===== config.mk =====
export PLATFORM = sky130hd
export DESIGN_NAME = rsp_port
export DESIGN_NICKNAME = d
export VERILOG_FILES = /design/src/rsp_buf2.v /design/src/rsp_port.v
export VERILOG_INCLUDE_DIRS = /design/src
export SDC_FILE = /design/constraint.sdc
export NUM_CORES = 1
export LEC_CHECK = 0
export BUFFER_PORTS_ARGS = -buffer_cell sky130_fd_sc_hd__buf_4
export CORE_MARGIN = 8
export CORE_UTILIZATION = 50
export CTS_BUF_LIST = sky130_fd_sc_hd__clkbuf_8
export DETAILED_ROUTE_END_ITERATION = 10
export PLACE_DENSITY = 0.72
export SYNTH_ARGS = -nofsm -noshare
export SYNTH_HDL_FRONTEND = slang
export SYNTH_SLANG_ARGS = --single-unit

===== constraint.sdc =====
create_clock -name clk -period 2.8 [get_ports clk]
set_input_delay 0.7 -clock clk [delete_from_list [all_inputs] [get_ports clk]]
set_output_delay 0.7 -clock clk [all_outputs]
set_load 0.1 [all_outputs]

===== src/rsp_consts.vh =====
// constants of the rtc spi register port
// assumes inclusion by the port, its checker and its bench, plain verilog-2005
`ifndef RSP_CONSTS_VH
`define RSP_CONSTS_VH
// timing
`define RSP_CLK_PERIOD_NS    4
`define RSP_VDD_SETTLE_MS    40
`define RSP_VDD_SETTLE_CYC   ((`RSP_VDD_SETTLE_MS * 1000000 + `RSP_CLK_PERIOD_NS - 1) / `RSP_CLK_PERIOD_NS)
`define RSP_SER_RATE_KBPS    4000
// serial word
`define RSP_WORD_BITS        8
`define RSP_CMD_RW_BIT       7
`define RSP_ADDR_LAST        7'h6f
// flag register and bit positions
`define RSP_FLAG_ADDR        7'h0e
`define RSP_FLAG_OSCSTP_BIT  1
`define RSP_FLAG_VLOW_BIT    0
// mode codes, one-hot
`define RSP_MODE_OFF         5'h01
`define RSP_MODE_STANDBY     5'h02
`define RSP_MODE_INIT        5'h04
`define RSP_MODE_NORMAL      5'h08
`define RSP_MODE_BACKUP      5'h10
// reset values
`define RSP_CNT_RST          24'h000000
`define RSP_BYTE_RST         8'h00
`define RSP_ADDR_RST         7'h00
`endif


===== src/rsp_buf2.v =====
// two-entry valid/ready buffer for received write words
// assumes one clock, producer and consumer on clk
`timescale 1ns/100ps
module rsp_buf2 (
  input  wire        clk,       // system clock
  input  wire        rstn,      // async reset, active low
  input  wire [14:0] in_data,   // address and data
  input  wire        in_valid,  // word offered
  output wire        in_ready,  // room available
  output wire [14:0] out_data,  // oldest word
  output wire        out_valid, // word present
  input  wire        out_ready  // consumer takes word
);
  reg [14:0] mem_q [0:1];
  reg        wp_q;
  reg        rp_q;
  reg [1:0]  cnt_q;
  wire       push = in_valid && in_ready;
  wire       pop  = out_valid && out_ready;

  assign in_ready  = (cnt_q != 2'h2);
  assign out_valid = (cnt_q != 2'h0);
  assign out_data  = mem_q[rp_q];

  always @(posedge clk or negedge rstn) begin
    if (!rstn) begin
      wp_q     <= 1'b0;
      rp_q     <= 1'b0;
      cnt_q    <= 2'h0;
      mem_q[0] <= 15'h0000;
      mem_q[1] <= 15'h0000;
    end else begin
      if (push) begin
        mem_q[wp_q] <= in_data;
        wp_q        <= ~wp_q;
      end
      if (pop)
        rp_q <= ~rp_q;
      cnt_q <= cnt_q + {1'b0, push} - {1'b0, pop};
    end
  end
endmodule


===== src/rsp_port.v =====
// spi slave register port of a real time clock with operating-mode control
// assumes supply comparators and oscillator status arrive as async levels
`timescale 1ns/100ps
`include "rsp_consts.vh"
module rsp_port #(
  parameter        FOUR_WIRE  = 0,                    // 0: 3-wire, 1: 4-wire
  parameter [23:0] SETTLE_CYC = `RSP_VDD_SETTLE_CYC   // main supply settle count
) (
  input  wire       clk,              // system clock, 250 MHz
  input  wire       rstn,             // async reset, active low
  input  wire       sel_in,           // slave select pin, active high
  input  wire       sclk_in,          // serial clock pin, idles high
  input  wire       serial_data_in,   // 4-wire data input pin
  input  wire       sdb_in,           // serial_data_bidir pin level
  output reg        sdb_out,          // serial_data_bidir drive value
  output reg        sdb_oe,           // serial_data_bidir drive enable
  output reg        sdo_out,          // 4-wire data output value
  output reg        sdo_oe,           // 4-wire data output enable
  input  wire       backup_supply_ok, // backup supply above low level
  input  wire       main_rise_ok,     // main above main_supply_rise_level
  input  wire       main_fall_low,    // main at or below main_supply_fall_level
  input  wire       backup_clk_ok,    // backup supply at or above timekeeping level
  input  wire       osc_stop_det,     // oscillation stop detected
  input  wire       backup_tr_en,     // backup transition enabled
  output reg        osc_enable,       // 32 kHz oscillator run
  output reg        main_isolation_switch, // isolate main from backup
  output reg        auto_switch_en,   // automatic power switching on
  output reg        counter_access,   // calendar counters readable and settable
  output reg        timekeep_run,     // calendar, events and interrupt active
  output reg        frequency_clock_out_oe,          // frequency_clock_out drive enable
  output reg        oscillation_stop_flag, // flag, set by hardware
  output reg        voltage_low_flag, // flag, set by hardware
  output reg  [4:0] mode_q,           // operating mode, one-hot
  output reg        wr_valid,         // register write strobe
  output reg  [6:0] wr_addr,          // register write address
  output reg  [7:0] wr_data,          // register write data
  output reg  [6:0] rd_addr,          // register read address
  input  wire [7:0] rd_data           // register read data, same clock
);
  localparam MODE_OFF     = `RSP_MODE_OFF;
  localparam MODE_STANDBY = `RSP_MODE_STANDBY;
  localparam MODE_INIT    = `RSP_MODE_INIT;
  localparam MODE_NORMAL  = `RSP_MODE_NORMAL;
  localparam MODE_BACKUP  = `RSP_MODE_BACKUP;

  // ==========================================================
  // input synchronisers
  // ==========================================================
  localparam NSYNC = 9;
  wire [NSYNC-1:0] async_in = {osc_stop_det, backup_clk_ok, main_fall_low, main_rise_ok,
                               backup_supply_ok, sdb_in, serial_data_in, sclk_in, sel_in};
  reg  [NSYNC-1:0] s1_q;
  reg  [NSYNC-1:0] s2_q;
  genvar g;
  generate
    for (g = 0; g < NSYNC; g = g + 1) begin : g_sync
      always @(posedge clk or negedge rstn) begin
        if (!rstn) begin
          s1_q[g] <= 1'b0;
          s2_q[g] <= 1'b0;
        end else begin
          s1_q[g] <= async_in[g];
          s2_q[g] <= s1_q[g];
        end
      end
    end
  endgenerate
  wire sel_s   = s2_q[0];
  wire sclk_s  = s2_q[1];
  wire din_s   = FOUR_WIRE ? s2_q[2] : s2_q[3];
  wire bat_s   = s2_q[4];
  wire rise_s  = s2_q[5];
  wire fall_s  = s2_q[6];
  wire vclk_s  = s2_q[7];
  wire ostop_s = s2_q[8];

  // ==========================================================
  // operating mode
  // ==========================================================
  reg  [23:0] settle_q;
  wire        settled = (settle_q >= SETTLE_CYC);
  always @(posedge clk or negedge rstn) begin
    if (!rstn) begin
      mode_q   <= MODE_OFF;
      settle_q <= `RSP_CNT_RST;
    end else begin
      settle_q <= (rise_s && !settled) ? settle_q + 24'h000001 : (rise_s ? settle_q : `RSP_CNT_RST);
      case (mode_q)
        MODE_OFF: begin
          if (bat_s && !rise_s)
            mode_q <= MODE_STANDBY;
          else if (settled)
            mode_q <= MODE_INIT;
        end
        MODE_STANDBY: begin
          if (settled)
            mode_q <= MODE_INIT;
        end
        MODE_INIT: begin
          if (!ostop_s)
            mode_q <= MODE_NORMAL;
        end
        MODE_NORMAL: begin
          if (backup_tr_en && fall_s)
            mode_q <= MODE_BACKUP;
        end
        MODE_BACKUP: begin
          if (settled && !fall_s)
            mode_q <= ostop_s ? MODE_INIT : MODE_NORMAL;
        end
        default: mode_q <= MODE_OFF;
      endcase
    end
  end

  wire host_ok = (mode_q == MODE_INIT) || (mode_q == MODE_NORMAL);
  always @(posedge clk or negedge rstn) begin
    if (!rstn) begin
      osc_enable            <= 1'b0;
      main_isolation_switch <= 1'b0;
      auto_switch_en        <= 1'b0;
      counter_access        <= 1'b0;
      timekeep_run          <= 1'b0;
      frequency_clock_out_oe               <= 1'b0;
    end else begin
      osc_enable            <= (mode_q != MODE_OFF);
      main_isolation_switch <= (mode_q == MODE_BACKUP);
      auto_switch_en        <= (mode_q == MODE_NORMAL) && backup_tr_en;
      counter_access        <= (mode_q == MODE_NORMAL) && !ostop_s;
      timekeep_run          <= (mode_q == MODE_NORMAL) || (mode_q == MODE_INIT) ||
                               ((mode_q == MODE_BACKUP) && vclk_s);
      frequency_clock_out_oe               <= (mode_q == MODE_NORMAL);
    end
  end

  // ==========================================================
  // serial shifter, mode 3 timing
  // ==========================================================
  reg        sclk_q;
  reg  [2:0] bit_q;
  reg  [7:0] sh_q;
  reg        have_cmd_q;
  reg        rd_mode_q;
  reg  [7:0] tx_q;
  reg        tx_on_q;
  wire       active = sel_s && host_ok;
  wire       rise   = active && sclk_s && !sclk_q;
  wire       fall   = active && !sclk_s && sclk_q;
  wire [7:0] byte_in = {sh_q[6:0], din_s};
  wire       byte_end = rise && (bit_q == 3'h7);
  wire       buf_ready;
  wire       buf_valid;
  wire [14:0] buf_data;

  always @(posedge clk or negedge rstn) begin
    if (!rstn) begin
      sclk_q     <= 1'b1;
      bit_q      <= 3'h0;
      sh_q       <= `RSP_BYTE_RST;
      have_cmd_q <= 1'b0;
      rd_mode_q  <= 1'b0;
      rd_addr    <= `RSP_ADDR_RST;
      tx_q       <= `RSP_BYTE_RST;
      tx_on_q    <= 1'b0;
    end else begin
      sclk_q <= sclk_s;
      if (!active) begin
        bit_q      <= 3'h0;
        have_cmd_q <= 1'b0;
        rd_mode_q  <= 1'b0;
        tx_on_q    <= 1'b0;
      end else begin
        if (rise && !(have_cmd_q && rd_mode_q))
          sh_q <= byte_in;
        if (rise)
          bit_q <= bit_q + 3'h1;
        if (byte_end && !have_cmd_q) begin
          have_cmd_q <= 1'b1;
          rd_mode_q  <= byte_in[`RSP_CMD_RW_BIT];
          rd_addr    <= byte_in[6:0];
        end else if (byte_end)
          rd_addr <= {rd_addr[6:4], rd_addr[3:0] + 4'h1};
        if (fall && have_cmd_q && rd_mode_q) begin
          tx_on_q <= 1'b1;
          if (bit_q == 3'h0)
            tx_q <= rd_data;
          else
            tx_q <= {tx_q[6:0], 1'b0};
        end
      end
    end
  end

  // write words go through the buffer; out_ready is tied high, so it never fills and drops no word
  wire wr_push = byte_end && have_cmd_q && !rd_mode_q;
  rsp_buf2 u_buf (
    .clk       (clk),
    .rstn      (rstn),
    .in_data   ({rd_addr, byte_in}),
    .in_valid  (wr_push),
    .in_ready  (buf_ready),
    .out_data  (buf_data),
    .out_valid (buf_valid),
    .out_ready (1'b1)
  );

  // ==========================================================
  // register write port and flags
  // ==========================================================
  wire flag_wr = buf_valid && (buf_data[14:8] == `RSP_FLAG_ADDR);
  always @(posedge clk or negedge rstn) begin
    if (!rstn) begin
      wr_valid              <= 1'b0;
      wr_addr               <= `RSP_ADDR_RST;
      wr_data               <= `RSP_BYTE_RST;
      oscillation_stop_flag <= 1'b0;
      voltage_low_flag      <= 1'b0;
    end else begin
      wr_valid <= buf_valid;
      wr_addr  <= buf_data[14:8];
      wr_data  <= buf_data[7:0];
      // set wins over clear; clear only once stop detect is gone
      if (ostop_s || mode_q == MODE_INIT || mode_q == MODE_OFF) begin
        oscillation_stop_flag <= osc_enable;
        voltage_low_flag      <= osc_enable;
      end else if (flag_wr) begin
        if (!buf_data[`RSP_FLAG_OSCSTP_BIT])
          oscillation_stop_flag <= 1'b0;
        if (!buf_data[`RSP_FLAG_VLOW_BIT])
          voltage_low_flag <= 1'b0;
      end
    end
  end

  // ==========================================================
  // data outputs
  // ==========================================================
  always @(posedge clk or negedge rstn) begin
    if (!rstn) begin
      sdb_out <= 1'b0;
      sdb_oe  <= 1'b0;
      sdo_out <= 1'b0;
      sdo_oe  <= 1'b0;
    end else begin
      sdb_out <= tx_q[7];
      sdo_out <= tx_q[7];
      sdb_oe  <= !FOUR_WIRE && tx_on_q && active;
      sdo_oe  <= FOUR_WIRE && tx_on_q && active;
    end
  end
endmodule


After elaboration in Yosys (flattened, before gate mapping)
Cells that the tools add are included.
{ "totals": {"reg_bits": 134, "input_bits": 20, "output_inout_bits": 40, "wordCells": 156} }
{ "classes": {"n_addsub": 5, "order_cmp": 4, "n_eq_ne": 18, "n_mux": 32, "n_bitwise": 4, "n_reduce_logical": 48} }
{ "op_table": {"columns": ["op", "count"], "rows": [
  ["two-way mux 15 bit", 4],
  ["two-way mux 24 bit", 2],
  ["bitwise mux 30 bit", 1],
  ["two-way mux 5 bit", 5],
  ["one-hot mux 5 bit (5 select lines)", 1],
  ["adder 24 x 1 -> 24 bit, second input constant", 1],
  ["greater-or-equal comparator 24 bit, second input constant", 1],
  ["logical AND 1 bit", 24],
  ["demux 15 bit (select 1 bit)", 1],
  ["two-way mux 1 bit", 12],
  ["!= test 2 x 1 -> 1 bit, second input constant", 6],
  ["AND reduction 2 bit", 6],
  ["logical NOT 1 bit", 9],
  ["two-way mux 4 bit", 2],
  ["two-way mux 8 bit", 1],
  ["!= test 2 bit, second input constant", 4],
  ["== test 7 x 4 -> 1 bit, second input constant", 1],
  ["two-way mux 7 bit", 1],
  ["two-way mux 3 bit", 2],
  ["nonzero test 2 bit", 3],
  ["== test 5 x 1 -> 1 bit, second input constant", 1],
  ["== test 5 x 2 -> 1 bit, second input constant", 1],
  ["== test 5 x 3 -> 1 bit, second input constant", 1],
  ["== test 5 x 4 -> 1 bit, second input constant", 1],
  ["other kinds (14)", 20]
]} }

Depth between registers and ports, before layout
{ "logic_depth": {"depth_word": 11, "depth_mapped": 9, "mapped_depth_nobuf": 7} }

Modules after synthesis
Synthesis repeated with hierarchy kept, for this count alone.
{ "hier_totals": {"hier_cells": 497, "area_unflattened_um2": 5893.2} }
{ "modules_own_cells": {"columns": ["module", "instances", "cells_each", "area_each_um2"], "rows": [
  ["rsp_port", 1, 394, 4305.4],
  ["rsp_buf2", 1, 103, 1587.8]
]} }

Least setup slack after synthesis
Ideal clock, no wire load.
{ "synth_timing": {"path_kind": "register to register", "start": "register mode_q[2]", "end": "register u_buf.mem_q[23] in the netlist's numbering", "t_arrival_ps": 2501, "t_required_ps": 2674, "slack_ps": 173, "path_stages_with_launch": 8, "synth_period_minus_slack_ps": 2627, "path_cell_list": "dfrtp_1 > xor2_1 > nand3_1 > nor3b_2 > nor2b_1 > buf_4 > buf_6 > mux2_2"} }
{ "synth_between": {"elab_chain_len": 9, "elab_cells_between_ends": 10, "classes_between": "eq/ne: 2; reduce/logical: 8"} }
{ "synth_rtl": {"columns": ["element", "line", "rtl"], "rows": [
  ["start, declared", "rsp_port.v:33", "output reg [4:0] mode_q,"],
  ["start signal, assigned", "rsp_port.v:109", "mode_q <= ostop_s ? MODE_INIT : MODE_NORMAL;"],
  ["== test 5 x 4 -> 1 bit / == test 5 x 3 -> 1 bit (equally long branches)", "rsp_port.v:116", "wire host_ok = (mode_q == MODE_INIT) || (mode_q == MODE_NORMAL);"],
  ["logical OR 1 bit (*)", "rsp_port.v:116", null],
  ["logical AND 1 bit (*)", "rsp_port.v:146", "wire active = sel_s && host_ok;"],
  ["logical AND 1 bit (*) (2 in series)", "rsp_port.v:147", "wire rise = active && sclk_s && !sclk_q;"],
  ["logical AND 1 bit (*)", "rsp_port.v:150", "wire byte_end = rise && (bit_q == 3'h7);"],
  ["logical AND 1 bit (*) (2 in series)", "rsp_port.v:195", "wire wr_push = byte_end && have_cmd_q && !rd_mode_q;"],
  ["logical AND 1 bit (*)", "rsp_buf2.v:18", "wire push = in_valid && in_ready;"],
  ["end signal, assigned by index", "rsp_buf2.v:34", "mem_q[wp_q] <= in_data;"],
  ["end, declared", "rsp_buf2.v:14", "reg [14:0] mem_q [0:1];"]
]} }
Mark *: on every way between the ends. The rest lies on a longest branch, timed or not.
A chain may end at the register's enable or synchronous reset.

Worst setup path after layout
{ "layout_timing": {"start": "register settle_q[18]", "end": "register settle_q[9]"} }
{ "layout_between": {"elab_chain_len": 4, "elab_cells_between_ends": 5, "classes_between": "order compare: 1; eq/ne: 1; mux: 1; reduce/logical: 2"} }
{ "layout_rtl": {"columns": ["element", "line", "rtl"], "rows": [
  ["start, declared", "rsp_port.v:80", "reg [23:0] settle_q;"],
  ["start signal, assigned", "rsp_port.v:85", "settle_q <= `RSP_CNT_RST;"],
  ["start signal, assigned", "rsp_port.v:87", "settle_q <= (rise_s && !settled) ? settle_q + 24'h000001 : (rise_s ? settle_q : `RSP_CNT_RST);"],
  ["greater-or-equal comparator 24 bit (*)", "rsp_port.v:81", "wire settled = (settle_q >= SETTLE_CYC);"],
  ["logical NOT 1 bit (*)", "rsp_port.v:87", null],
  ["logical AND 1 bit (*)", "rsp_port.v:87", null],
  ["!= test 2 x 1 -> 1 bit (no line) / two-way mux 24 bit (equally long branches)", null, null]
]} }
Marks and branches as above.

==> impl_metrics.py <==
metrics = {
    "route": {
        "vias": 3934,
        "drcViolationCount": 0,
        "drt-pass1-iter-count": 5,
        "wirelength_mm": 11.3,
        "avgRoutedWirePerCell_um": 16.3,
        "ant_nets": 0,
        "drt_iter0_drc": 263,
        "via_per_inst": 5.65,
    },
    "worst_setup_path": {
        "crit_chain": "o311a_1, o31ai_4, nand4_2, or4_1, a21oi_1",
        "path_max_fanout": 20,
        "cp_slowest_cell": "or4_1",
        "required_ps": 3160,
        "regToRegSetupSlack_ps": 380,
        "cp_top_family": "simple AND/OR/NAND/NOR gates",
        "r2r_end": "settle_q[9]",
        "cp-start-kind": "flip-flop",
        "slowest_delay_ps": 650,
        "worstRegToRegCells": 5,
        "worstPathBufferInverterCount": 0,
        "arrival_ps": 2780,
        "r2r-start": "settle_q[18]",
        "path_class": "flip-flop to flip-flop",
        "cp-end-kind": "flip-flop",
    },
    "place": {
        "place_area_um2": 6340,
        "portBuffers": 57,
        "dp_cells": 664,
        "pre_cts_slack_ps": 380,
        "place.gp.congestion": 0.836,
        "dp_hpwl_mm": 7.72,
    },
    "yosys": {
        "synth_common_cells": "dfrtp_1 (132), mux2_2 (55), nand2_1 (30)",
        "synthTopCellsByArea": "dfrtp_1 (57%), mux2_2 (11%), a21oi_1 (2.4%)",
        "yosysSeqAreaShare_pct": 58.2,
        "synth_top_area_cell": "dfrtp_1",
        "avgSynthCellArea_um2": 12.1,
        "synth_cell_types": 56,
        "synth_nets": 503,
        "synth-seq-cells": 134,
        "synthFlopType": "dfrtp_1",
        "synth_edf_count": 0,
        "synthArstFlopShare_pct": 100,
        "synthDominantCellAreaShare_pct": 57.3,
        "netlist_instances": 477,
        "netlist_area_um2": 5760,
        "synth.most_common_cell": "dfrtp_1",
        "ys_warn_count": 0,
    },
    "grt": {
        "grt_first_pass_wirelength_mm": 19.3,
        "grt_overflow_total": 0,
        "grt_max_degree": 54,
        "antenna_found_initial": 0,
        "first_global_vias": 4016,
        "gr-usage-all-layers_pct": 16.0,
    },
    "floorplanning": {
        "top_level_ports": 60,
        "die_x_um": 123,
        "core_um2": 11300,
        "start_util_pct": 50.9,
        "rows": 39,
        "dieArea_um2": 15200,
        "die_y_um": 123,
    },
    "clock_network": {
        "cts_max_level": 4,
        "clock-sinks": 134,
        "cts_tree": "done",
        "cts_setup_buffers": 0,
        "root_buffer": "clkbuf_8",
        "cts.repair.resized": 0,
        "clockBufferDepth": 2,
        "insertion_delay_ps": 450,
        "clkSlewWorstSetupHoldPaths_ps": 70,
        "cts_hold_buf": 0,
        "numCtsBuffers": 17,
    },
    "timing": {
        "rsz0062_at_grt": "no",
        "fin_ws_ps": 375,
        "tns_ps": 0,
        "timing.hold.ws_ps": 237,
        "fin_crit_sh_pct": 86.6,
        "worst_clock_skew_ps": 12.8,
        "clock.fmax_mhz": 412,
        "finalSetupViolations": 0,
        "period_minus_slack_ps": 2420,
        "maxSlewViolCount": 0,
        "final-hold-violation-count": 0,
        "relSlewSlack_pct": 45.4,
        "worstMarginPinSlew_ps": 817,
    },
    "cells_and_area": {
        "syn_to_final_growth_pct": 17.9,
        "fin_area_um2": 6800,
        "n_fill_cell": 917,
        "num_antenna_cells": 0,
        "final_core_util_pct": 60.0,
        "drive_gt1_share_pct": 30.6,
        "finalNetCount": 566,
        "final_cells": 696,
    },
    "run": {
        "max-cap-violations": 0,
    },
    "power_and_ir_drop": {
        "vdd_drop_max_mv": 0.663,
        "p_leak_nw": 3.28,
        "power.density_nw_per_um2": 654,
        "total_power_mw": 4.44,
    },
    "hold_path": {
        "hold_class": "input port to asynchronous set/reset pin",
    },
    "status": {
        "outcome": "complete, no violations",
    },
}
## sequential cells by signal, indices dropped and copies added (netlist names), 2 cells and up
register and cells:
bit_q 3, mode_q 5, rd_addr 7, s1_q 8, settle_q 24, sh_q 7
tx_q 8, u_buf.cnt_q 2, u_buf.mem_q 30, wr_addr 7, wr_data 8
## logic make-up after synthesis
kind of cell	count (synthesis)	synth area share, %
simple gates	145	14.7
flops	134	58.2
compound gates	85	9.07
mux	65	12.5
buf+inv	34	3.13
xor+xnor	7	1.06
fa+ha+maj	6	1.30
other cells	1	0.0651
## worst reg2reg max path: stages (launching register included)
cell	delay [ps]
dfrtp_1	430
o311a_1	410
o31ai_4	240
nand4_2	460
or4_1	660
a21oi_1	150
## cell type report
| type | count | area [um2] | share of cell area (%) |
|---|---|---|---|
| sequential | 134 | 3360 | 49.4 |
| multi-input combinational | 309 | 2230 | 32.8 |
| timing repair buffer | 67 | 541 | 7.95 |
| clock buffer | 18 | 248 | 3.65 |
| clock inverter | 14 | 205 | 3.02 |
| tap | 143 | 179 | 2.63 |
| inverter | 11 | 41.3 | 0.608 |
## cells in the final DEF, fill, tap and decap left out, drive strengths merged, types with 3 or more instances in the layout
cell type,instances
dfrtp,132
buf,67
mux2,55
nand2,31
o21ai,30
a21oi,28
nor2,21
clkbuf,18
nand4,14
nor2b,13
inv,13
or4,12
or3,11
mux2i,10
o31ai,10
nand3,8
nor3,8
and3,8
nand2b,7
ha,6
xor2,5
bufinv,5
clkinv,4
clkinvlp,3
o211ai,3
## per-layer routing
layer  track usage [%]  up-vias  wire (um)
li1                  -     1842          -
met1              19.8     1964       4910
met2              26.2      111       5610
met3              4.25       17        633
met4              6.85        0        189
met5                 0        -          0
## how the worst max path moves through the flow
stage / from / cells past startpoint / slack [ps] / endpoint
CTS: settle_q[18] / 5 / 360 / settle_q[9]
global route: settle_q[18] / 5 / 240 / settle_q[9]
finish: settle_q[18] / 5 / 380 / settle_q[9]
detailed placement: settle_q[18] / 5 / 380 / settle_q[17]
global placement: settle_q[18] / 5 / 480 / settle_q[9]
floorplan: mode_q[2] / 7 / 170 / u_buf.mem_q[23]
## power breakdown
group          leakage (nW)  switching, mW  internal, mW
Combinational          1.28          0.424         0.150
Clock                 0.226          0.739          1.08
Sequential             1.77         0.0623          1.99
Power figures use the tool's default switching activity.
